### src/irl_cfg.svh
`ifndef IRL_CFG_SVH
`define IRL_CFG_SVH

// register byte addresses
`define IRL_ADDR_CFG 8'h00
`define IRL_ADDR_TEL 8'h04
`define IRL_ADDR_CTRL 8'h08
`define IRL_ADDR_STAT 8'h0C

// config register fields
`define IRL_CFG_W 6
`define IRL_CFG_RST 6'h00
`define IRL_CFG_POL 0
`define IRL_CFG_RET_LO 1
`define IRL_CFG_RET_HI 2
`define IRL_CFG_PROG 3
`define IRL_CFG_APP_LO 4
`define IRL_CFG_APP_HI 5

// telegram / control / status fields
`define IRL_TEL_VAL 0
`define IRL_CTRL_PROG 0
`define IRL_STAT_LOCK 0
`define IRL_STAT_LAMP 1
`define IRL_STAT_INERT 2
`define IRL_STAT_SUPPLY 3
`define IRL_STAT_SAVED 4

// bus responses
`define IRL_RESP_OKAY 2'h0
`define IRL_RESP_SLVERR 2'h2

// timing: slow lamp flash, half period of a 0.75 Hz blink
`define IRL_CLK_KHZ 25000
`define IRL_BLINK_HALF_MS 666
`define IRL_BLINK_HALF_CYC (`IRL_BLINK_HALF_MS * `IRL_CLK_KHZ)

`endif

### src/irl_pkg.sv
`default_nettype none
package irl_pkg;
   typedef enum logic [1:0] {IRL_RET_UNLOCK, IRL_RET_LOCK, IRL_RET_RESTORE} irl_ret_t;
   typedef enum logic [1:0] {IRL_APP_NONE, IRL_APP_OK, IRL_APP_BAD} irl_app_t;
endpackage
`default_nettype wire

### src/irl_lockout.sv
// Added by the designer: register access over AXI4-Lite and the placing of the registers.
`include "irl_cfg.svh"
`default_nettype none
module irl_lockout
#(
   parameter int CMD_W = 8,
   parameter int BLINK_W = 25,
   parameter logic [BLINK_W-1:0] BLINK_HALF_CYC = BLINK_W'(`IRL_BLINK_HALF_CYC)
)
(
   input wire logic MCLK_IN,
   input wire logic RST_N_IN,
   input wire logic [7:0] AXI_AWADDR_IN,
   input wire logic AXI_AWVALID_IN,
   output logic AXI_AWREADY_OUT,
   input wire logic [31:0] AXI_WDATA_IN,
   input wire logic [3:0] AXI_WSTRB_IN,
   input wire logic AXI_WVALID_IN,
   output logic AXI_WREADY_OUT,
   output logic [1:0] AXI_BRESP_OUT,
   output logic AXI_BVALID_OUT,
   input wire logic AXI_BREADY_IN,
   input wire logic [7:0] AXI_ARADDR_IN,
   input wire logic AXI_ARVALID_IN,
   output logic AXI_ARREADY_OUT,
   output logic [31:0] AXI_RDATA_OUT,
   output logic [1:0] AXI_RRESP_OUT,
   output logic AXI_RVALID_OUT,
   input wire logic AXI_RREADY_IN,
   input wire logic BUS_SUPPLY_OK_IN,
   input wire logic MOTION_IN,
   input wire logic IR_CMD_VALID_IN,
   input wire logic [CMD_W-1:0] IR_CMD_IN,
   output logic IR_CMD_VALID_OUT,
   output logic [CMD_W-1:0] IR_CMD_OUT,
   output logic MOTION_OUT,
   output logic LAMP_OUT
);
   // ---------------------------------------------------------------
   // supply and motion pin synchronisers
   // ---------------------------------------------------------------
   logic sup_s1_q;
   logic sup_s2_q;
   logic sup_prev_q;
   logic mot_s1_q;
   logic mot_s2_q;

   always_ff @(posedge MCLK_IN)
   begin
      if (!RST_N_IN)
      begin
         sup_s1_q <= 1'b0;
         sup_s2_q <= 1'b0;
         sup_prev_q <= 1'b0;
         mot_s1_q <= 1'b0;
         mot_s2_q <= 1'b0;
      end
      else
      begin
         sup_s1_q <= BUS_SUPPLY_OK_IN;
         sup_s2_q <= sup_s1_q;
         sup_prev_q <= sup_s2_q;
         mot_s1_q <= MOTION_IN;
         mot_s2_q <= mot_s1_q;
      end
   end

   logic sup_rise;
   logic sup_fall;
   assign sup_rise = sup_s2_q && !sup_prev_q;
   assign sup_fall = !sup_s2_q && sup_prev_q;

   // ---------------------------------------------------------------
   // AXI4-Lite slave
   // ---------------------------------------------------------------
   logic [`IRL_CFG_W-1:0] cfg_q;
   logic [`IRL_CFG_W-1:0] cfg_d;
   logic aw_have_q, aw_have_d;
   logic w_have_q, w_have_d;
   logic [7:0] aw_addr_q, aw_addr_d;
   logic [31:0] w_data_q, w_data_d;
   logic [3:0] w_strb_q, w_strb_d;
   logic bvalid_q, bvalid_d;
   logic [1:0] bresp_q, bresp_d;
   logic rvalid_q, rvalid_d;
   logic [1:0] rresp_q, rresp_d;
   logic [31:0] rdata_q, rdata_d;
   logic awready_q, awready_d;
   logic wready_q, wready_d;
   logic arready_q, arready_d;
   logic tel_wr;
   logic tel_val;
   logic prog_wr;
   logic lock_q;
   logic lamp;
   logic saved;
   logic inert;

   function automatic logic addr_known(input logic [7:0] a);
      addr_known = (a == `IRL_ADDR_CFG) || (a == `IRL_ADDR_TEL) ||
                   (a == `IRL_ADDR_CTRL) || (a == `IRL_ADDR_STAT);
   endfunction

   always_comb
   begin
      aw_have_d = aw_have_q;
      w_have_d = w_have_q;
      aw_addr_d = aw_addr_q;
      w_data_d = w_data_q;
      w_strb_d = w_strb_q;
      bvalid_d = bvalid_q;
      bresp_d = bresp_q;
      rvalid_d = rvalid_q;
      rresp_d = rresp_q;
      rdata_d = rdata_q;
      cfg_d = cfg_q;
      tel_wr = 1'b0;
      tel_val = 1'b0;
      prog_wr = 1'b0;
      if (AXI_AWVALID_IN && !aw_have_q && !bvalid_q)
      begin
         aw_have_d = 1'b1;
         aw_addr_d = AXI_AWADDR_IN;
      end
      if (AXI_WVALID_IN && !w_have_q && !bvalid_q)
      begin
         w_have_d = 1'b1;
         w_data_d = AXI_WDATA_IN;
         w_strb_d = AXI_WSTRB_IN;
      end
      if (aw_have_q && w_have_q)
      begin
         aw_have_d = 1'b0;
         w_have_d = 1'b0;
         bvalid_d = 1'b1;
         bresp_d = addr_known(aw_addr_q) ? `IRL_RESP_OKAY : `IRL_RESP_SLVERR;
         if (w_strb_q[0])
         begin
            unique case (aw_addr_q)
               `IRL_ADDR_CFG: cfg_d = w_data_q[`IRL_CFG_W-1:0];
               `IRL_ADDR_TEL:
               begin
                  tel_wr = 1'b1;
                  tel_val = w_data_q[`IRL_TEL_VAL];
               end
               `IRL_ADDR_CTRL: prog_wr = w_data_q[`IRL_CTRL_PROG];
               default: ;
            endcase
         end
      end
      if (bvalid_q && AXI_BREADY_IN)
      begin
         bvalid_d = 1'b0;
      end
      if (rvalid_q && AXI_RREADY_IN)
      begin
         rvalid_d = 1'b0;
      end
      else if (AXI_ARVALID_IN && !rvalid_q)
      begin
         rvalid_d = 1'b1;
         rresp_d = addr_known(AXI_ARADDR_IN) ? `IRL_RESP_OKAY : `IRL_RESP_SLVERR;
         rdata_d = '0;
         unique case (AXI_ARADDR_IN)
            `IRL_ADDR_CFG: rdata_d[`IRL_CFG_W-1:0] = cfg_q;
            `IRL_ADDR_STAT:
            begin
               rdata_d[`IRL_STAT_LOCK] = lock_q;
               rdata_d[`IRL_STAT_LAMP] = lamp;
               rdata_d[`IRL_STAT_INERT] = inert;
               rdata_d[`IRL_STAT_SUPPLY] = sup_s2_q;
               rdata_d[`IRL_STAT_SAVED] = saved;
            end
            default: ;
         endcase
      end
      // readies registered so every port comes from a flop
      awready_d = !aw_have_d && !bvalid_d;
      wready_d = !w_have_d && !bvalid_d;
      arready_d = !rvalid_d;
   end

   always_ff @(posedge MCLK_IN)
   begin
      if (!RST_N_IN)
      begin
         cfg_q <= `IRL_CFG_RST;
         aw_have_q <= 1'b0;
         w_have_q <= 1'b0;
         aw_addr_q <= 8'h00;
         w_data_q <= 32'h00000000;
         w_strb_q <= 4'h0;
         bvalid_q <= 1'b0;
         bresp_q <= `IRL_RESP_OKAY;
         rvalid_q <= 1'b0;
         rresp_q <= `IRL_RESP_OKAY;
         rdata_q <= 32'h00000000;
         awready_q <= 1'b1;
         wready_q <= 1'b1;
         arready_q <= 1'b1;
      end
      else
      begin
         cfg_q <= cfg_d;
         aw_have_q <= aw_have_d;
         w_have_q <= w_have_d;
         aw_addr_q <= aw_addr_d;
         w_data_q <= w_data_d;
         w_strb_q <= w_strb_d;
         bvalid_q <= bvalid_d;
         bresp_q <= bresp_d;
         rvalid_q <= rvalid_d;
         rresp_q <= rresp_d;
         rdata_q <= rdata_d;
         awready_q <= awready_d;
         wready_q <= wready_d;
         arready_q <= arready_d;
      end
   end

   assign AXI_AWREADY_OUT = awready_q;
   assign AXI_WREADY_OUT = wready_q;
   assign AXI_BVALID_OUT = bvalid_q;
   assign AXI_BRESP_OUT = bresp_q;
   assign AXI_ARREADY_OUT = arready_q;
   assign AXI_RVALID_OUT = rvalid_q;
   assign AXI_RRESP_OUT = rresp_q;
   assign AXI_RDATA_OUT = rdata_q;

   // ---------------------------------------------------------------
   // application state and lockout
   // ---------------------------------------------------------------
   irl_pkg::irl_app_t app;
   irl_pkg::irl_ret_t ret;
   logic lock_d;

   assign app = irl_pkg::irl_app_t'(cfg_q[`IRL_CFG_APP_HI:`IRL_CFG_APP_LO]);
   assign ret = irl_pkg::irl_ret_t'(cfg_q[`IRL_CFG_RET_HI:`IRL_CFG_RET_LO]);
   assign inert = (app != irl_pkg::IRL_APP_OK);

   always_comb
   begin
      lock_d = lock_q;
      if (prog_wr)
      begin
         lock_d = cfg_q[`IRL_CFG_PROG];
      end
      else if (sup_rise)
      begin
         unique case (ret)
            irl_pkg::IRL_RET_LOCK: lock_d = 1'b1;
            irl_pkg::IRL_RET_RESTORE: lock_d = saved;
            default: lock_d = 1'b0;
         endcase
      end
      else if (tel_wr && sup_s2_q && !inert)
      begin
         lock_d = (tel_val == cfg_q[`IRL_CFG_POL]);
      end
   end

   always_ff @(posedge MCLK_IN)
   begin
      if (!RST_N_IN)
      begin
         lock_q <= 1'b0;
      end
      else
      begin
         lock_q <= lock_d;
      end
   end

   irl_nv_store u_store
   (
      .clk_in(MCLK_IN),
      .rst_n_in(RST_N_IN),
      .save_in(sup_fall),
      .data_in(lock_q),
      .data_out(saved)
   );

   irl_lamp_blink #(.CNT_W(BLINK_W), .HALF_CYC(BLINK_HALF_CYC)) u_lamp
   (
      .clk_in(MCLK_IN),
      .rst_n_in(RST_N_IN),
      .en_in(inert),
      .lamp_out(lamp)
   );
   assign LAMP_OUT = lamp;

   // ---------------------------------------------------------------
   // gated remote commands and motion
   // ---------------------------------------------------------------
   logic ir_v_q, ir_v_d;
   logic [CMD_W-1:0] ir_c_q, ir_c_d;
   logic mot_q, mot_d;

   always_comb
   begin
      ir_v_d = IR_CMD_VALID_IN && !lock_q && !inert && sup_s2_q;
      ir_c_d = ir_v_d ? IR_CMD_IN : ir_c_q;
      mot_d = mot_s2_q && !inert && sup_s2_q;
   end

   always_ff @(posedge MCLK_IN)
   begin
      if (!RST_N_IN)
      begin
         ir_v_q <= 1'b0;
         ir_c_q <= '0;
         mot_q <= 1'b0;
      end
      else
      begin
         ir_v_q <= ir_v_d;
         ir_c_q <= ir_c_d;
         mot_q <= mot_d;
      end
   end

   assign IR_CMD_VALID_OUT = ir_v_q;
   assign IR_CMD_OUT = ir_c_q;
   assign MOTION_OUT = mot_q;
endmodule
`default_nettype wire

### src/irl_lamp_blink.sv
`include "irl_cfg.svh"
`default_nettype none
module irl_lamp_blink
#(
   parameter int CNT_W = 25,
   parameter logic [CNT_W-1:0] HALF_CYC = CNT_W'(`IRL_BLINK_HALF_CYC)
)
(
   input wire logic clk_in,
   input wire logic rst_n_in,
   input wire logic en_in,
   output logic lamp_out
);
   logic [CNT_W-1:0] cnt_q;
   logic [CNT_W-1:0] cnt_d;
   logic lamp_q;
   logic lamp_d;

   always_comb
   begin
      cnt_d = cnt_q;
      lamp_d = lamp_q;
      if (!en_in)
      begin
         cnt_d = '0;
         lamp_d = 1'b0;
      end
      else if (cnt_q >= HALF_CYC - CNT_W'(1))
      begin
         cnt_d = '0;
         lamp_d = !lamp_q;
      end
      else
      begin
         cnt_d = cnt_q + CNT_W'(1);
      end
   end

   always_ff @(posedge clk_in)
   begin
      if (!rst_n_in)
      begin
         cnt_q <= '0;
         lamp_q <= 1'b0;
      end
      else
      begin
         cnt_q <= cnt_d;
         lamp_q <= lamp_d;
      end
   end

   assign lamp_out = lamp_q;
endmodule
`default_nettype wire

### src/irl_nv_store.sv
`default_nettype none
module irl_nv_store
(
   input wire logic clk_in,
   input wire logic rst_n_in,
   input wire logic save_in,
   input wire logic data_in,
   output logic data_out
);
   // retained lockout state across a supply loss
   logic saved_q;
   logic saved_d;

   always_comb
   begin
      saved_d = save_in ? data_in : saved_q;
   end

   always_ff @(posedge clk_in)
   begin
      if (!rst_n_in)
      begin
         saved_q <= 1'b0;
      end
      else
      begin
         saved_q <= saved_d;
      end
   end

   assign data_out = saved_q;
endmodule
`default_nettype wire

### config.mk
export PLATFORM = sky130hd
export DESIGN_NAME = irl_lockout
export DESIGN_NICKNAME = d
export VERILOG_FILES = /design/src/irl_pkg.sv /design/src/irl_lockout.sv /design/src/irl_lamp_blink.sv /design/src/irl_nv_store.sv
export VERILOG_INCLUDE_DIRS = /design/src /design/src/src
export SDC_FILE = /design/constraint.sdc
export NUM_CORES = 1
export LEC_CHECK = 0
export ABC_AREA = 1
export ABC_CLOCK_PERIOD_IN_PS = 4400
export BUFFER_PORTS_ARGS = -buffer_cell sky130_fd_sc_hd__clkbuf_2
export CAP_MARGIN = 20
export CORE_MARGIN = 5
export CORE_UTILIZATION = 30
export CTS_CLUSTER_DIAMETER = 80
export DETAILED_ROUTE_END_ITERATION = 10
export HOLD_SLACK_MARGIN = 0.05
export PLACE_DENSITY = 0.49
export SLEW_MARGIN = 40
export SYNTH_ARGS = -nofsm -noshare
export SYNTH_HDL_FRONTEND = slang
export SYNTH_HIERARCHICAL = 1
export SYNTH_SLANG_ARGS = --single-unit
### constraint.sdc
create_clock -name MCLK_IN -period 4.4 [get_ports MCLK_IN]
set_clock_uncertainty 0.2 [all_clocks]
set_input_delay 0.44 -clock MCLK_IN [delete_from_list [all_inputs] [get_ports MCLK_IN]]
set_output_delay 0.44 -clock MCLK_IN [all_outputs]
set_load 0.02 [all_outputs]
Word-level counts from Yosys, hierarchy flattened
Index checks and enable logic that the tools add are counted.
{"block": "op_classes", "addsub": 1, "mul": 0, "n_div": 0, "magnitude_cmp": 1, "n_eq_ne": 10, "shifts": 0, "mux": 25, "n_bitwise": 3, "n_reduce_logical": 45}
{"cell": "$eq A8 B4 Y1 const B", "n": 4}
{"cell": "$add A25 B1 Y25 const B", "n": 1}
{"cell": "$ge A25 B24 Y1 const B", "n": 1}
{"cell": "$mux W1", "n": 21}
{"cell": "$logic_and A1 B1 Y1", "n": 19}
{"cell": "$eq A8 B3 Y1 const B", "n": 2}
{"cell": "$logic_not A8 Y1", "n": 2}
{"cell": "$logic_not A1 Y1", "n": 13}
{"cell": "$pmux W5 S2", "n": 1}
{"cell": "$logic_or A1 B1 Y1", "n": 6}
{"cell": "$mux W2", "n": 2}
{"cell": "$reduce_and A2 Y1", "n": 2}
{"cell": "$not A1 Y1", "n": 3}
{"cell": "$reduce_and A3 Y1", "n": 1}
{"cell": "$reduce_bool A3 Y1", "n": 1}
{"cell": "$reduce_or A3 Y1", "n": 1}
{"cell": "$eq A2 B1 Y1 const B", "n": 1}
{"cell": "$eq A2 B2 Y1 const B", "n": 1}
{"cell": "$ne A2 B1 Y1 const B", "n": 1}
{"cell": "$pmux W1 S2", "n": 1}
{"cell": "$eq A1 B1 Y1", "n": 1}
{"block": "word_totals", "ff_bits": 81, "latch_bits": 0, "ramBits": 0, "mem_bits_ro": 0, "inputBits": 70, "elab_cells": 111, "memories": 0}

Longest topological paths before layout
Gate-level depths: netlist of run 1.
{"block": "logic_depth", "ltp_word": 9, "depth_mapped": 10, "ltp_nobuf": 10}

Hierarchy
Netlist of run 1, hierarchy kept.
{"mod": "irl_lockout", "n_inst": 1, "cells_each": 314, "area_per_inst_um2": 2317.2, "seq_area_each_um2": 1041.0}
{"mod": "irl_lamp_blink", "n_inst": 1, "cells_each": 203, "area_per_inst_um2": 1435.1, "seq_area_each_um2": 520.5}
{"mod": "irl_nv_store", "n_inst": 1, "cells_each": 6, "area_per_inst_um2": 41.3, "seq_area_each_um2": 20.0}

Worst setup path after synthesis of run 1
No wires, ideal clock.
{"block": "synth_path", "kind": "flip-flop to flip-flop", "from": "register u_lamp.cnt_q[0]", "to": "register u_lamp.cnt_q[17]", "setup_ns": 0.115, "arrival_time_ns": 1.367, "required_time_ns": 4.085, "slack_ns": 2.718, "path_stages_with_launch": 10, "n_path_buf": 1, "period_less_slack_ns": 1.682, "path_cell_list": "dfxtp_1 > ha_1 > nand3_2 > inv_2 > nand2_1 > nor2_1 > nand2_1 > nand4_4 > buf_6 > nor2_1"}
{"block": "synth_via", "elab_chain_len": 2}
{"item": "start, declared", "line": "irl_lamp_blink.sv:14", "text": "logic [CNT_W-1:0] cnt_q;"}
{"item": "start signal, assigned", "line": "irl_lamp_blink.sv:48", "text": "cnt_q <= cnt_d;"}
{"item": "$ge A25 B24 Y1", "line": "irl_lamp_blink.sv:28", "text": "else if (cnt_q >= HALF_CYC - CNT_W'(1))"}
{"item": "$reduce_or A3 Y1 (no source line)"}
Parallel ways exist; a longest one is shown, timed or not.
A chain may end at the register's enable or synchronous reset.

Worst setup path in the final report of run 1
{"block": "layout_path", "from": "register u_lamp.cnt_q[0]", "to": "register u_lamp.cnt_q[6]"}
Same word-level chain as after synthesis.

==> report_table.html, run 1 <==
<table>
<tr><th>Metric</th><th>Value</th></tr>
<tr><th colspan="2">Yosys</th></tr>
<tr><td>Flip-flop and latch count after synthesis</td><td>about 80</td></tr>
<tr><td>Yosys warning total</td><td>6</td></tr>
<tr><td>Cell area after synthesis</td><td>0.00379 mm2</td></tr>
<tr><td>Count of mapped cells out of synthesis</td><td>523</td></tr>
<tr><td>Async S/R FF share, synth</td><td>0</td></tr>
<tr><td>Distinct cell type count of the synthesized netlist</td><td>36</td></tr>
<tr><td>Average footprint of a synthesized cell</td><td>7.25 um2</td></tr>
<tr><td>Main flop type after synthesis</td><td>sky130_fd_sc_hd__dfxtp_1</td></tr>
<tr><td>Sequential-to-total area share from yosys stat</td><td>0.417</td></tr>
<tr><td>Number of flops mapped to enable cells by yosys</td><td>0</td></tr>
<tr><th colspan="2">Setup path</th></tr>
<tr><td>Worst path arrival time</td><td>2.03 ns</td></tr>
<tr><td>Type of the setup path with the least slack</td><td>register to register</td></tr>
<tr><td>Slowest cell on crit path</td><td>sky130_fd_sc_hd__nand4_4</td></tr>
<tr><td>Setup crit end kind</td><td>register</td></tr>
<tr><td>Startpoint of the most critical register-to-register path</td><td>u_lamp/cnt_q[0]</td></tr>
<tr><td>Setup slack on the worst flop-to-flop path</td><td>2.43 ns</td></tr>
<tr><td>Data required time of the critical path</td><td>4.46 ns</td></tr>
<tr><td>Number of cells traversed by the worst register-to-register path</td><td>8</td></tr>
<tr><td>Worst path max stage delay</td><td>0.37 ns</td></tr>
<tr><td>Chain of cells forming the critical path</td><td>ha_1, nand3_2, inv_2, nand2_1, nor2_1, nand2_1, nand4_4, nor2_1</td></tr>
<tr><td>Maximum fanout along the worst path</td><td>24</td></tr>
<tr><td>R2r endpoint</td><td>u_lamp/cnt_q[6]</td></tr>
<tr><td>Launching instance or port of the critical path</td><td>u_lamp/cnt_q[0]</td></tr>
<tr><td>Startpoint class of the critical path</td><td>register</td></tr>
<tr><th colspan="2">STA</th></tr>
<tr><td>Worst rel slew slack</td><td>0.540</td></tr>
<tr><td>Final setup violation count</td><td>0</td></tr>
<tr><td>Unrepaired setup endpoints after global routing</td><td>no</td></tr>
<tr><td>Total negative setup slack</td><td>0 ns</td></tr>
<tr><td>Final period demand of the worst path</td><td>around 2.0 ns</td></tr>
<tr><td>Highest clock frequency the design can meet</td><td>slightly above 0.5 GHz</td></tr>
<tr><td>Max-slew violation count</td><td>0</td></tr>
<tr><td>Least-Margin Pin Slew</td><td>0.690 ns</td></tr>
<tr><td>Endpoints failing hold</td><td>0</td></tr>
<tr><td>Share of the clock period used by the worst path after layout</td><td>0.448</td></tr>
<tr><th colspan="2">Die</th></tr>
<tr><td>Die boundary width</td><td>122 um</td></tr>
<tr><td>Ports</td><td>122</td></tr>
<tr><td>Vert. Die Dim</td><td>approximately 120 um</td></tr>
<tr><td>Initial core utilization</td><td>0.303</td></tr>
<tr><td>Die area</td><td>0.0150 mm2</td></tr>
<tr><td>Core Footprint</td><td>0.0125 mm2</td></tr>
<tr><td>Cell Rows</td><td>between 40 and 50</td></tr>
<tr><th colspan="2">Global routing</th></tr>
<tr><td>Initial antenna violation count</td><td>0</td></tr>
<tr><td>Number of global-route vias before repair</td><td>3055</td></tr>
<tr><td>Largest net degree at the start of global routing</td><td>42</td></tr>
<tr><td>Remaining global-route overflow</td><td>0</td></tr>
<tr><td>First-pass GRT wire length</td><td>13700 um</td></tr>
<tr><td>Tot GR Track Use</td><td>0.116</td></tr>
<tr><th colspan="2">Worst hold path</th></tr>
<tr><td>Startpoint of the tightest hold check path</td><td>MOTION_IN</td></tr>
<tr><td>Worst Hold Path EP</td><td>mot_s1_q</td></tr>
<tr><td>Type of the tightest min-delay check</td><td>input port to register</td></tr>
<tr><td>Hold Path Cell Cnt</td><td>3</td></tr>
<tr><th colspan="2">Clock network</th></tr>
<tr><td>Maximum root-to-sink buffer count</td><td>2</td></tr>
<tr><td>Clk pin slew, worst setup/hold paths</td><td>0.06 ns</td></tr>
<tr><td>Number of H-tree branching levels</td><td>3</td></tr>
<tr><td>Number of buffers inserted by hold repair at cts</td><td>0</td></tr>
<tr><td>Cts repair resizes</td><td>0</td></tr>
<tr><td>Clock buffers created by TritonCTS</td><td>9</td></tr>
<tr><td>Cell at the root of the clock tree</td><td>sky130_fd_sc_hd__clkbuf_16</td></tr>
<tr><td>Clock sink count</td><td>79</td></tr>
<tr><td>Post-CTS Setup Inserts</td><td>0</td></tr>
<tr><td>Worst skew pair latency</td><td>0.34 ns</td></tr>
<tr><td>CTS tree</td><td>yes</td></tr>
<tr><th colspan="2">Run status</th></tr>
<tr><td>Run status</td><td>completed</td></tr>
<tr><th colspan="2">Power</th></tr>
<tr><td>IR drop worst, VDD</td><td>between 0.00015 and 0.0002 V</td></tr>
<tr><td>Static Leakage</td><td>2.02 nW</td></tr>
<tr><td>Pwr/cell area</td><td>364 mW/mm2</td></tr>
<tr><th colspan="2">Cells and area</th></tr>
<tr><td>Fraction of final layout cells sized beyond drive strength 1</td><td>0.183</td></tr>
<tr><td>Area delta synth-&gt;final</td><td>17.1%</td></tr>
<tr><td>Most frequent cells in the layout</td><td>sky130_fd_sc_hd__nor2_1, sky130_fd_sc_hd__nand2_1, sky130_fd_sc_hd__dfxtp_1, sky130_fd_sc_hd__inv_1, sky130_fd_sc_hd__clkbuf_2</td></tr>
<tr><td>Layout Nets</td><td>approximately 660</td></tr>
<tr><td>Diode count</td><td>0</td></tr>
<tr><td>Post-route cell area</td><td>0.00444 mm2</td></tr>
<tr><td>Commonest non-fill, non-tap cell in the layout</td><td>sky130_fd_sc_hd__nor2_1</td></tr>
<tr><th colspan="2">Route</th></tr>
<tr><td>Detailed-route vias per instance</td><td>approximately 4.2</td></tr>
<tr><td>Count of routing violations after the opening detailed-route iteration</td><td>91</td></tr>
<tr><td>Number of DRC violations after detailed routing</td><td>0</td></tr>
<tr><td>Number of antenna-violating nets in the routed design</td><td>0</td></tr>
<tr><td>Final wirelength</td><td>8160 um</td></tr>
<tr><td>Detailed-route via count</td><td>3183</td></tr>
<tr><td>DR pass1 iterations</td><td>4</td></tr>
<tr><td>Average routed wire per standard cell</td><td>roughly 11 um</td></tr>
<tr><th colspan="2">Placement</th></tr>
<tr><td>Half-perimeter wire length after detailed placement</td><td>6250 um</td></tr>
<tr><td>Cell area after placement</td><td>0.00416 mm2</td></tr>
<tr><td>Port-buffer cells</td><td>64</td></tr>
<tr><td>Gp weighted congestion</td><td>0.819</td></tr>
<tr><th colspan="2">Job</th></tr>
<tr><td>Max cap viols</td><td>0</td></tr>
</table>
area by class of cell:
type	instances	area, um2
multi-input combinational	353	1750
sequential	79	1580
tap	172	215
clock buffer	10	239
timing repair buffer	64	320
fill	1375	8080
inverter	79	297
clock inverter	6	42.5
cell usage after synthesis, types with 2 or more instances:
cell	instances	area (um2)
sky130_fd_sc_hd__a21oi_1	30	150
sky130_fd_sc_hd__buf_2	3	15.0
sky130_fd_sc_hd__buf_4	28	210
sky130_fd_sc_hd__buf_6	2	22.5
sky130_fd_sc_hd__clkbuf_1	6	22.5
sky130_fd_sc_hd__conb_1	2	7.51
sky130_fd_sc_hd__dfxtp_1	79	1580
sky130_fd_sc_hd__ha_1	3	37.5
sky130_fd_sc_hd__inv_1	73	274
sky130_fd_sc_hd__inv_2	6	22.5
sky130_fd_sc_hd__nand2_1	83	312
sky130_fd_sc_hd__nand2_4	2	22.5
sky130_fd_sc_hd__nand3_1	25	125
sky130_fd_sc_hd__nand4_1	16	100
sky130_fd_sc_hd__nor2_1	88	330
sky130_fd_sc_hd__nor2_2	4	25.0
sky130_fd_sc_hd__nor2_4	5	56.3
sky130_fd_sc_hd__nor3_1	4	20.0
sky130_fd_sc_hd__nor3_2	2	20.0
sky130_fd_sc_hd__o21ai_0	32	160
sky130_fd_sc_hd__o21ai_1	3	15.0
sky130_fd_sc_hd__xnor2_1	6	52.6
sky130_fd_sc_hd__xor2_1	8	70.1
routing by layer:
layer / vias to the layer above / GRT usage / wire, um
met5: - / 0 / 0
met4: 0 / 0.0518 / 150
met3: 10 / 0.0447 / 431
met2: 65 / 0.192 / 3950
met1: 1401 / 0.134 / 3630
li1: 1707 / - / -
sequential cells by signal, summed over array words and instances, names as in the netlist, 6 cells and up:
register       cells
aw_addr_q          8
AXI_RDATA_OUT      6
IR_CMD_OUT         8
w_data_q           6
u_lamp/cnt_q      25
cfg_q              6
worst max-delay path: cells and delay by family (launching register included):
| family | cells | cell delay [ns] |
|---|---|---|
| AND/OR/NAND/NOR | 6 | 1.01 |
| flip-flops | 1 | 0.35 |
| adder cells (fa/ha/maj) | 1 | 0.25 |
| buffers and inverters | 1 | 0.07 |
how the worst max path moves through the flow:
stage,slack (ns),endpoint,cells past startpoint
3_3_place_gp,2.24,u_lamp/cnt_q[20],5
3_5_place_dp,2.20,u_lamp/cnt_q[20],5
5_1_grt,2.20,u_lamp/cnt_q[18],8
4_1_cts,2.36,u_lamp/cnt_q[6],8
2_1_floorplan,2.72,u_lamp/cnt_q[17],9
6_report,2.43,u_lamp/cnt_q[6],8
stage by stage:
step | hold slack (ns) | std cells | utilization | power (mW) | worst slack, ns
6_report | 0.0779 | 763 | 0.355 | 1.62 | 2.43
3_5_place_dp | 0.199 | 747 | 0.332 | 0.926 | 2.20
4_1_cts | 0.0638 | 763 | 0.355 | 1.65 | 2.36
3_3_place_gp | 0.196 | 747 | 0.332 | 0.924 | 2.24
5_1_grt | 0.0861 | 763 | 0.355 | 1.70 | 2.20
2_1_floorplan | 0.190 | 550 | - | 0.899 | 2.72
power breakdown:
part	switching [mW]	internal, mW	total [mW]
combinational	0.0999	0.0459	0.146
sequential	0.0185	0.744	0.762
clock	0.310	0.399	0.709
total	0.428	1.19	1.62
kinds of logic after synthesis:
kind of cell    share of synthesized area
xor+xnor                           0.0323
flops                               0.417
buf+inv                             0.149
other cells                       0.00198
compound gates                     0.0920
simple gates                        0.297
fa+ha+maj                         0.00990
Power figures use the tool's default switching activity.
==> run 2: changes to the inputs <==
--- a/config.mk
+++ b/config.mk
@@ -7,7 +7,7 @@
 export NUM_CORES = 1
 export LEC_CHECK = 0
 export ABC_AREA = 1
-export ABC_CLOCK_PERIOD_IN_PS = 4400
+export ABC_CLOCK_PERIOD_IN_PS = 1750
 export BUFFER_PORTS_ARGS = -buffer_cell sky130_fd_sc_hd__clkbuf_2
 export CAP_MARGIN = 20
 export CORE_MARGIN = 5
@@ -15,7 +15,7 @@
 export CTS_CLUSTER_DIAMETER = 80
 export DETAILED_ROUTE_END_ITERATION = 10
 export HOLD_SLACK_MARGIN = 0.05
-export PLACE_DENSITY = 0.49
+export PLACE_DENSITY = 0.51
 export SLEW_MARGIN = 40
 export SYNTH_ARGS = -nofsm -noshare
 export SYNTH_HDL_FRONTEND = slang
==> constraint.sdc (replaced) <==
create_clock -name MCLK_IN -period 1.75 [get_ports MCLK_IN]
set_clock_uncertainty 0.2 [all_clocks]
set_input_delay 0.175 -clock MCLK_IN [delete_from_list [all_inputs] [get_ports MCLK_IN]]
set_output_delay 0.175 -clock MCLK_IN [all_outputs]
set_load 0.02 [all_outputs]
==> run 2 against run 1 <==
  * Wire length rose by 3.6%
  * Critical path depth is 1 higher
  * Worst setup slack got worse by 2.3 ns
  * Sequential share of layout area is 3.7 points lower
  * Cell count grew 6.8%
  * Flip-flop and latch count is the same
  * Via count increased by 5.9%
  * Final area increased by 12%
  * Critical path type unchanged
  * Largest cell class unchanged
  * Highest routed layer unchanged
==> report_table.html, run 2 (synthesis results as in run 1) <==
<table>
<tr><th>Metric</th><th>Value</th></tr>
<tr><th colspan="2">Power</th></tr>
<tr><td>Final Total Pwr</td><td>4.07 mW (was 1.62 mW)</td></tr>
<tr><td>IR drop worst, VDD</td><td>0.000488 V (was 0.000197 V)</td></tr>
<tr><td>Static Leakage</td><td>2.27 nW (was 2.02 nW)</td></tr>
<tr><td>Pwr/cell area</td><td>819 mW/mm2 (was 364 mW/mm2)</td></tr>
<tr><th colspan="2">STA</th></tr>
<tr><td>Unrepaired setup endpoints after global routing</td><td>no (unchanged)</td></tr>
<tr><td>Max-slew violation count</td><td>0 (unchanged)</td></tr>
<tr><td>Share of the clock period used by the worst path after layout</td><td>0.945 (was 0.448)</td></tr>
<tr><td>Final WS setup</td><td>0.0971 ns (was 2.43 ns)</td></tr>
<tr><td>Highest clock frequency the design can meet</td><td>0.605 GHz (was 0.507 GHz)</td></tr>
<tr><td>Total negative setup slack</td><td>0 ns (unchanged)</td></tr>
<tr><td>Endpoints failing hold</td><td>0 (unchanged)</td></tr>
<tr><td>Final period demand of the worst path</td><td>1.65 ns (was 1.97 ns)</td></tr>
<tr><td>Final setup violation count</td><td>0 (unchanged)</td></tr>
<tr><th colspan="2">Die</th></tr>
<tr><td>Die area</td><td>0.0150 mm2 (unchanged)</td></tr>
<tr><td>Die boundary width</td><td>122 um (unchanged)</td></tr>
<tr><td>Initial core utilization</td><td>0.303 (unchanged)</td></tr>
<tr><td>Vert. Die Dim</td><td>122 um (unchanged)</td></tr>
<tr><td>Cell Rows</td><td>41 (unchanged)</td></tr>
<tr><td>Core Footprint</td><td>0.0125 mm2 (unchanged)</td></tr>
<tr><td>Ports</td><td>122 (unchanged)</td></tr>
<tr><th colspan="2">Run status</th></tr>
<tr><td>Run status</td><td>completed (unchanged)</td></tr>
<tr><th colspan="2">Cells and area</th></tr>
<tr><td>Commonest non-fill, non-tap cell in the layout</td><td>sky130_fd_sc_hd__nor2_1 (unchanged)</td></tr>
<tr><td>Register with the highest flop count</td><td>u_lamp/cnt_q (unchanged)</td></tr>
<tr><td>Fillcell total</td><td>1331 (was 1375)</td></tr>
<tr><td>Area delta synth-&gt;final</td><td>30.9% (was 17.1%)</td></tr>
<tr><td>Fraction of final layout cells sized beyond drive strength 1</td><td>0.204 (was 0.183)</td></tr>
<tr><td>Number of flip-flops in the largest register</td><td>25 (unchanged)</td></tr>
<tr><td>Most frequent cells in the layout</td><td>sky130_fd_sc_hd__nor2_1, sky130_fd_sc_hd__nand2_1, sky130_fd_sc_hd__dfxtp_1, sky130_fd_sc_hd__inv_1, sky130_fd_sc_hd__clkbuf_2 (unchanged)</td></tr>
<tr><td>Layout Nets</td><td>711 (was 659)</td></tr>
<tr><td>Diode count</td><td>0 (unchanged)</td></tr>
<tr><th colspan="2">Global routing</th></tr>
<tr><td>Largest net degree at the start of global routing</td><td>37 (was 42)</td></tr>
<tr><td>First-pass GRT wire length</td><td>14100 um (was 13700 um)</td></tr>
<tr><td>Busiest layer in global routing</td><td>met2 (unchanged)</td></tr>
<tr><td>GRT met2 Usage</td><td>0.196 (was 0.192)</td></tr>
<tr><td>Remaining global-route overflow</td><td>0 (unchanged)</td></tr>
<tr><td>Tot GR Track Use</td><td>0.119 (was 0.116)</td></tr>
<tr><td>Number of global-route vias before repair</td><td>3136 (was 3055)</td></tr>
<tr><td>Global-route met3 utilization</td><td>0.0387 (was 0.0447)</td></tr>
<tr><td>Initial antenna violation count</td><td>0 (unchanged)</td></tr>
<tr><td>Met1 Usage GRT</td><td>0.143 (was 0.134)</td></tr>
<tr><th colspan="2">Setup path</th></tr>
<tr><td>Launching instance or port of the critical path</td><td>u_lamp/cnt_q[1] (was u_lamp/cnt_q[0])</td></tr>
<tr><td>Data required time of the critical path</td><td>1.78 ns (was 4.46 ns)</td></tr>
<tr><td>Maximum fanout along the worst path</td><td>14 (was 24)</td></tr>
<tr><td>Startpoint of the most critical register-to-register path</td><td>u_lamp/cnt_q[1] (was u_lamp/cnt_q[0])</td></tr>
<tr><td>Setup crit end kind</td><td>register (unchanged)</td></tr>
<tr><td>Worst path arrival time</td><td>1.69 ns (was 2.03 ns)</td></tr>
<tr><td>Type of the setup path with the least slack</td><td>register to register (unchanged)</td></tr>
<tr><td>Startpoint class of the critical path</td><td>register (unchanged)</td></tr>
<tr><th colspan="2">Route</th></tr>
<tr><td>Detailed-route via count</td><td>3371 (was 3183)</td></tr>
<tr><td>Average routed wire per standard cell</td><td>10.4 um (was 10.7 um)</td></tr>
<tr><td>Number of antenna-violating nets in the routed design</td><td>0 (unchanged)</td></tr>
<tr><td>Number of DRC violations after detailed routing</td><td>0 (unchanged)</td></tr>
<tr><td>DR pass1 iterations</td><td>4 (unchanged)</td></tr>
<tr><td>Final wirelength</td><td>8460 um (was 8160 um)</td></tr>
<tr><td>Count of routing violations after the opening detailed-route iteration</td><td>125 (was 91)</td></tr>
<tr><td>Detailed-route vias per instance</td><td>4.14 (was 4.17)</td></tr>
<tr><th colspan="2">Placement</th></tr>
<tr><td>Pre-CTS setup slack</td><td>0.0578 ns (was 2.20 ns)</td></tr>
<tr><td>Half-perimeter wire length after detailed placement</td><td>6350 um (was 6250 um)</td></tr>
<tr><td>Port-buffer cells</td><td>64 (unchanged)</td></tr>
<tr><td>Gp weighted congestion</td><td>0.793 (was 0.819)</td></tr>
<tr><th colspan="2">Clock network</th></tr>
<tr><td>Worst skew pair latency</td><td>0.34 ns (about the same)</td></tr>
<tr><td>Clock sink count</td><td>79 (unchanged)</td></tr>
<tr><td>Number of H-tree branching levels</td><td>3 (unchanged)</td></tr>
<tr><td>Clk pin slew, worst setup/hold paths</td><td>0.06 ns (about the same)</td></tr>
<tr><td>Clock buffers created by TritonCTS</td><td>9 (unchanged)</td></tr>
<tr><td>Post-CTS Setup Inserts</td><td>0 (unchanged)</td></tr>
<tr><td>CTS tree</td><td>yes (unchanged)</td></tr>
<tr><td>Maximum root-to-sink buffer count</td><td>2 (unchanged)</td></tr>
<tr><td>Cell at the root of the clock tree</td><td>sky130_fd_sc_hd__clkbuf_16 (unchanged)</td></tr>
<tr><th colspan="2">Worst hold path</th></tr>
<tr><td>Startpoint of the tightest hold check path</td><td>AXI_ARADDR_IN[0] (was MOTION_IN)</td></tr>
<tr><td>Type of the tightest min-delay check</td><td>input port to register (unchanged)</td></tr>
<tr><th colspan="2">Job</th></tr>
<tr><td>Max cap viols</td><td>0 (unchanged)</td></tr>
</table>
==> run 2: changes by cell type in the layout (fill, tap and decap cells not counted), moves of 2 or more <==
cell                            before  now
sky130_fd_sc_hd__dlygate4sd3_1       0   34
sky130_fd_sc_hd__buf_4               0   16
sky130_fd_sc_hd__nor2_2              4    6
sky130_fd_sc_hd__nor2_1             88   86
sky130_fd_sc_hd__inv_6               2    0
sky130_fd_sc_hd__buf_12              0    2
==> run 2: power breakdown <==
part,switching (mW),internal [mW]
logic,0.270,0.185
clock network,0.744,0.952
registers,0.0448,1.87
total,1.06,3.01
==> run 2: cell type report <==
type / instances / area [um2] / share of cell area
Clock buffer: 10 / 229 / 0.0461
Clock inverter: 6 / 37.5 / 0.00756
Inverter: 79 / 297 / 0.0597
Multi-Input combinational cell: 353 / 1780 / 0.359
Sequential cell: 79 / 1580 / 0.319
Tap cell: 172 / 215 / 0.0433
Timing Repair Buffer: 116 / 821 / 0.165
==> run 2: stage by stage <==
step	hold slack (ns)	instance area, um2	utilization	std cells
finish	0.145	4970	0.397	815
global route	0.161	4970	0.397	815
CTS	0.136	4930	0.394	815
detailed placement	0.160	4320	0.345	765
global placement	0.161	4320	0.345	765
floorplan	0.0726	3890	-	550
==> run 2: final timing paths <==
| check | end | slack [ns] | cells past startpoint |
|---|---|---|---|
| hold / removal | AXI_RRESP_OUT[1] | 0.14 | 5 |
| setup reg to reg | u_lamp/cnt_q[6] | 0.1 | 9 |
| hold reg to reg | mot_s2_q | 0.21 | 2 |
| setup / recovery | u_lamp/cnt_q[6] | 0.1 | 9 |
==> run 2: metal layers <==
metal / part of all wire / wire (um)
met5: 0 / 0
met4: 0.014 / 122
met3: 0.046 / 389
met2: 0.50 / 4200
met1: 0.44 / 3750
==> run 2: critical path, stage by stage (launching register included) <==
cell and delay (ns):
sky130_fd_sc_hd__dfxtp_1 0.34, sky130_fd_sc_hd__ha_2 0.22, sky130_fd_sc_hd__nand3_4 0.13, sky130_fd_sc_hd__inv_2 0.08, sky130_fd_sc_hd__nand2_1 0.05, sky130_fd_sc_hd__nor2_1 0.10, sky130_fd_sc_hd__nand2_2 0.10, sky130_fd_sc_hd__nand4_4 0.14
sky130_fd_sc_hd__buf_12 0.15, sky130_fd_sc_hd__nor2_1 0.04
==> run 2: timing repair <==
action,4_1_cts,5_1_grt
hold buffers,34,0
gates resized for setup,0,9
endpoints found under the setup margin,0,25
hold endpoints to repair,36,0
==> run 3: changes to the inputs <==
--- a/config.mk
+++ b/config.mk
@@ -11,11 +11,12 @@
 export BUFFER_PORTS_ARGS = -buffer_cell sky130_fd_sc_hd__clkbuf_2
 export CAP_MARGIN = 20
 export CORE_MARGIN = 5
-export CORE_UTILIZATION = 30
+export CORE_UTILIZATION = 46
 export CTS_CLUSTER_DIAMETER = 80
 export DETAILED_ROUTE_END_ITERATION = 10
 export HOLD_SLACK_MARGIN = 0.05
-export PLACE_DENSITY = 0.51
+export PLACE_DENSITY = 0.73
+export REMOVE_ABC_BUFFERS = 1
 export SLEW_MARGIN = 40
 export SYNTH_ARGS = -nofsm -noshare
 export SYNTH_HDL_FRONTEND = slang
==> constraint.sdc (replaced) <==
create_clock -name MCLK_IN -period 1.75 [get_ports MCLK_IN]
set_clock_uncertainty 0.2 [all_clocks]
set_input_delay 0.0875 -clock MCLK_IN [delete_from_list [all_inputs] [get_ports MCLK_IN]]
set_output_delay 0.0875 -clock MCLK_IN [all_outputs]
set_load 0.02 [all_outputs]
==> run 3 against run 2 <==
  * Via count increased by 2.6%
  * Worst hold slack got worse by 0.086 ns
  * Flip-flop and latch count unchanged
  * Clock-buffer cell count increased by 2
  * Worst setup slack got worse by 0.0034 ns
  * Utilization increased by 19 points
  * Combinational power about the same
==> report_table.html, run 3 (synthesis results as in run 1) <==
<table>
<tr><th>Metric</th><th>Value</th></tr>
<tr><th colspan="2">Cells and area</th></tr>
<tr><td>Number of flip-flops in the largest register</td><td>25 (unchanged)</td></tr>
<tr><td>Commonest non-fill, non-tap cell in the layout</td><td>sky130_fd_sc_hd__nor2_1 (unchanged)</td></tr>
<tr><td>Number of non-filler instances in the completed layout</td><td>743 (was 815)</td></tr>
<tr><td>Register with the highest flop count</td><td>u_lamp/cnt_q (unchanged)</td></tr>
<tr><td>Area delta synth-&gt;final</td><td>25.4% (was 30.9%)</td></tr>
<tr><td>Final design utilization</td><td>0.585 (was 0.397)</td></tr>
<tr><td>Fraction of final layout cells sized beyond drive strength 1</td><td>0.193 (was 0.204)</td></tr>
<tr><td>Diode count</td><td>0 (unchanged)</td></tr>
<tr><td>Most frequent cells in the layout</td><td>sky130_fd_sc_hd__nor2_1, sky130_fd_sc_hd__nand2_1, sky130_fd_sc_hd__dfxtp_1, sky130_fd_sc_hd__inv_1, sky130_fd_sc_hd__clkbuf_2 (unchanged)</td></tr>
<tr><td>Post-route cell area</td><td>0.00476 mm2 (was 0.00497 mm2)</td></tr>
<tr><td>Layout Nets</td><td>707 (was 711)</td></tr>
<tr><th colspan="2">Setup path</th></tr>
<tr><td>Data required time of the critical path</td><td>1.78 ns (about the same)</td></tr>
<tr><td>Maximum fanout along the worst path</td><td>13 (was 14)</td></tr>
<tr><td>Startpoint of the most critical register-to-register path</td><td>u_lamp/cnt_q[1] (unchanged)</td></tr>
<tr><td>Worst path arrival time</td><td>1.69 ns (about the same)</td></tr>
<tr><td>Number of cells traversed by the worst register-to-register path</td><td>9 (unchanged)</td></tr>
<tr><td>Setup crit end kind</td><td>register (unchanged)</td></tr>
<tr><td>Type of the setup path with the least slack</td><td>register to register (unchanged)</td></tr>
<tr><td>Setup slack on the worst flop-to-flop path</td><td>0.09 ns (was 0.1 ns)</td></tr>
<tr><td>R2r endpoint</td><td>u_lamp/cnt_q[9] (was u_lamp/cnt_q[6])</td></tr>
<tr><td>Startpoint class of the critical path</td><td>register (unchanged)</td></tr>
<tr><th colspan="2">Global routing</th></tr>
<tr><td>First-pass GRT wire length</td><td>13800 um (was 14100 um)</td></tr>
<tr><td>Initial antenna violation count</td><td>0 (unchanged)</td></tr>
<tr><td>Tot GR Track Use</td><td>0.170 (was 0.119)</td></tr>
<tr><td>Number of global-route vias before repair</td><td>3223 (was 3136)</td></tr>
<tr><td>Remaining global-route overflow</td><td>0 (unchanged)</td></tr>
<tr><td>Largest net degree at the start of global routing</td><td>38 (was 37)</td></tr>
<tr><th colspan="2">Power</th></tr>
<tr><td>Switching portion of total power</td><td>0.259 (was 0.260)</td></tr>
<tr><td>IR drop worst, VDD</td><td>0.000424 V (was 0.000488 V)</td></tr>
<tr><td>Combinational fraction of design power</td><td>0.124 (was 0.112)</td></tr>
<tr><td>Power share of the clock group</td><td>0.359 (was 0.417)</td></tr>
<tr><td>Internal power of the cells</td><td>2.74 mW (was 3.01 mW)</td></tr>
<tr><td>Switching power of the nets</td><td>0.958 mW (was 1.06 mW)</td></tr>
<tr><td>Pwr/cell area</td><td>778 mW/mm2 (was 819 mW/mm2)</td></tr>
<tr><td>Power share of the sequential group</td><td>0.517 (was 0.471)</td></tr>
<tr><td>Static Leakage</td><td>2.22 nW (was 2.27 nW)</td></tr>
<tr><td>Final Total Pwr</td><td>3.70 mW (was 4.07 mW)</td></tr>
<tr><th colspan="2">Run status</th></tr>
<tr><td>Run status</td><td>completed (unchanged)</td></tr>
<tr><th colspan="2">STA</th></tr>
<tr><td>Final setup violation count</td><td>0 (unchanged)</td></tr>
<tr><td>Share of the clock period used by the worst path after layout</td><td>0.946 (was 0.945)</td></tr>
<tr><td>Max-slew violation count</td><td>0 (unchanged)</td></tr>
<tr><td>Endpoints failing hold</td><td>0 (unchanged)</td></tr>
<tr><td>Final period demand of the worst path</td><td>1.66 ns (was 1.65 ns)</td></tr>
<tr><td>Highest clock frequency the design can meet</td><td>0.604 GHz (was 0.605 GHz)</td></tr>
<tr><td>Total negative setup slack</td><td>0 ns (unchanged)</td></tr>
<tr><td>Unrepaired setup endpoints after global routing</td><td>no (unchanged)</td></tr>
<tr><th colspan="2">Placement</th></tr>
<tr><td>Cell area after placement</td><td>0.00420 mm2 (was 0.00432 mm2)</td></tr>
<tr><td>Placed cell count</td><td>693 (was 765)</td></tr>
<tr><td>Half-perimeter wire length after detailed placement</td><td>6100 um (was 6350 um)</td></tr>
<tr><td>Gp weighted congestion</td><td>0.829 (was 0.793)</td></tr>
<tr><td>Port-buffer cells</td><td>64 (unchanged)</td></tr>
<tr><th colspan="2">Die</th></tr>
<tr><td>Cell Rows</td><td>33 (was 41)</td></tr>
<tr><td>Vert. Die Dim</td><td>101 um (was 122 um)</td></tr>
<tr><td>Die boundary width</td><td>101 um (was 122 um)</td></tr>
<tr><td>Ports</td><td>122 (unchanged)</td></tr>
<tr><td>Die area</td><td>0.0102 mm2 (was 0.0150 mm2)</td></tr>
<tr><td>Core Footprint</td><td>0.00813 mm2 (was 0.0125 mm2)</td></tr>
<tr><td>Initial core utilization</td><td>0.466 (was 0.303)</td></tr>
<tr><th colspan="2">Clock network</th></tr>
<tr><td>Cell at the root of the clock tree</td><td>sky130_fd_sc_hd__clkbuf_8 (was sky130_fd_sc_hd__clkbuf_16)</td></tr>
<tr><td>Clock sink count</td><td>79 (unchanged)</td></tr>
<tr><td>Worst skew pair latency</td><td>0.35 ns (was 0.34 ns)</td></tr>
<tr><td>CTS tree</td><td>yes (unchanged)</td></tr>
<tr><td>Clock buffers created by TritonCTS</td><td>9 (unchanged)</td></tr>
<tr><td>Maximum root-to-sink buffer count</td><td>2 (unchanged)</td></tr>
<tr><td>Clk pin slew, worst setup/hold paths</td><td>0.07 ns (was 0.06 ns)</td></tr>
<tr><td>Number of H-tree branching levels</td><td>3 (unchanged)</td></tr>
<tr><th colspan="2">Worst hold path</th></tr>
<tr><td>Type of the tightest min-delay check</td><td>input port to register (unchanged)</td></tr>
<tr><td>Hold Path Cell Cnt</td><td>5 (unchanged)</td></tr>
<tr><td>Startpoint of the tightest hold check path</td><td>AXI_ARADDR_IN[0] (unchanged)</td></tr>
<tr><td>Worst Hold Path EP</td><td>AXI_RRESP_OUT[1] (unchanged)</td></tr>
<tr><th colspan="2">Route</th></tr>
<tr><td>DR pass1 iterations</td><td>4 (unchanged)</td></tr>
<tr><td>Number of DRC violations after detailed routing</td><td>0 (unchanged)</td></tr>
<tr><td>Detailed-route vias per instance</td><td>4.65 (was 4.14)</td></tr>
<tr><td>Final wirelength</td><td>8400 um (was 8460 um)</td></tr>
<tr><td>Detailed-route via count</td><td>3457 (was 3371)</td></tr>
<tr><td>Average routed wire per standard cell</td><td>11.3 um (was 10.4 um)</td></tr>
<tr><td>Count of routing violations after the opening detailed-route iteration</td><td>153 (was 125)</td></tr>
<tr><td>Number of antenna-violating nets in the routed design</td><td>0 (unchanged)</td></tr>
<tr><th colspan="2">Job</th></tr>
<tr><td>Max cap viols</td><td>0 (unchanged)</td></tr>
</table>
run 3: cell count changes in the layout (fill, tap and decap cells not counted), moves of 2 or more:
cell / before / now
sky130_fd_sc_hd__clkbuf_16: 9 / 0
sky130_fd_sc_hd__nor2_1: 86 / 88
sky130_fd_sc_hd__buf_4: 16 / 12
sky130_fd_sc_hd__nor2_2: 6 / 4
sky130_fd_sc_hd__clkbuf_8: 0 / 10
sky130_fd_sc_hd__clkinv_2: 3 / 1
sky130_fd_sc_hd__clkinvlp_4: 3 / 0
run 3: what timing repair did:
action	CTS	global route
endpoints found under the setup margin	0	24
buffers inserted	0	1
hold endpoints to repair	42	0
resized for setup	0	6
hold buffers	34	0
run 3: cell type report:
class	instances	area (um2)
Fill cell	711	3380
Clock buffer	12	145
Multi-Input combinational cell	353	1770
Inverter	79	297
Sequential cell	79	1580
Clock inverter	3	43.8
Timing Repair Buffer	112	791
Tap cell	105	131
run 3: per-stage QoR:
stage | setup WS [ns] | hold slack (ns)
2_1_floorplan | 0.0724 | -0.0242
3_3_place_gp | 0.122 | 0.0677
3_5_place_dp | 0.0759 | 0.0780
4_1_cts | 0.0559 | 0.0522
5_1_grt | 0.000839 | 0.0705
6_report | 0.0937 | 0.0592
run 3: routing by layer:
metal,share of wire,wire [um],up-vias,track usage
met5,0,0,-,0
met4,0.019,160,0,0.0694
met3,0.050,420,13,0.0360
met2,0.51,4310,75,0.297
met1,0.42,3510,1572,0.200
li1,-,-,1797,-
run 3: power by group through the flow:
stage	Clock [mW]	Combinational, mW	Sequential, mW
finish	1.33	0.458	1.91
global route	1.44	0.511	1.92
CTS	1.36	0.454	1.91
detailed placement	0	0.391	1.95
global placement	0	0.381	1.95
floorplan	0	0.220	1.97
run 3: critical path, stage by stage, from the launching register on:
cell and delay, ns:
sky130_fd_sc_hd__dfxtp_1 0.35, sky130_fd_sc_hd__ha_2 0.22, sky130_fd_sc_hd__nand3_4 0.12, sky130_fd_sc_hd__inv_2 0.07, sky130_fd_sc_hd__nand2_1 0.04, sky130_fd_sc_hd__nor2_1 0.11
sky130_fd_sc_hd__nand2_2 0.10, sky130_fd_sc_hd__nand4_4 0.14, sky130_fd_sc_hd__buf_12 0.14, sky130_fd_sc_hd__nor2_1 0.05
run 3: worst max path at each step:
stage	startpoint	to	slack, ns	cells past startpoint
2_1_floorplan	u_lamp/cnt_q[0]	u_lamp/cnt_q[13]	0.07	8
3_3_place_gp	u_lamp/cnt_q[0]	u_lamp/cnt_q[22]	0.12	9
3_5_place_dp	u_lamp/cnt_q[0]	u_lamp/cnt_q[9]	0.08	9
4_1_cts	u_lamp/cnt_q[0]	u_lamp/cnt_q[9]	0.06	9
5_1_grt	u_lamp/cnt_q[1]	u_lamp/cnt_q[21]	0.0008	11
6_report	u_lamp/cnt_q[1]	u_lamp/cnt_q[9]	0.09	9
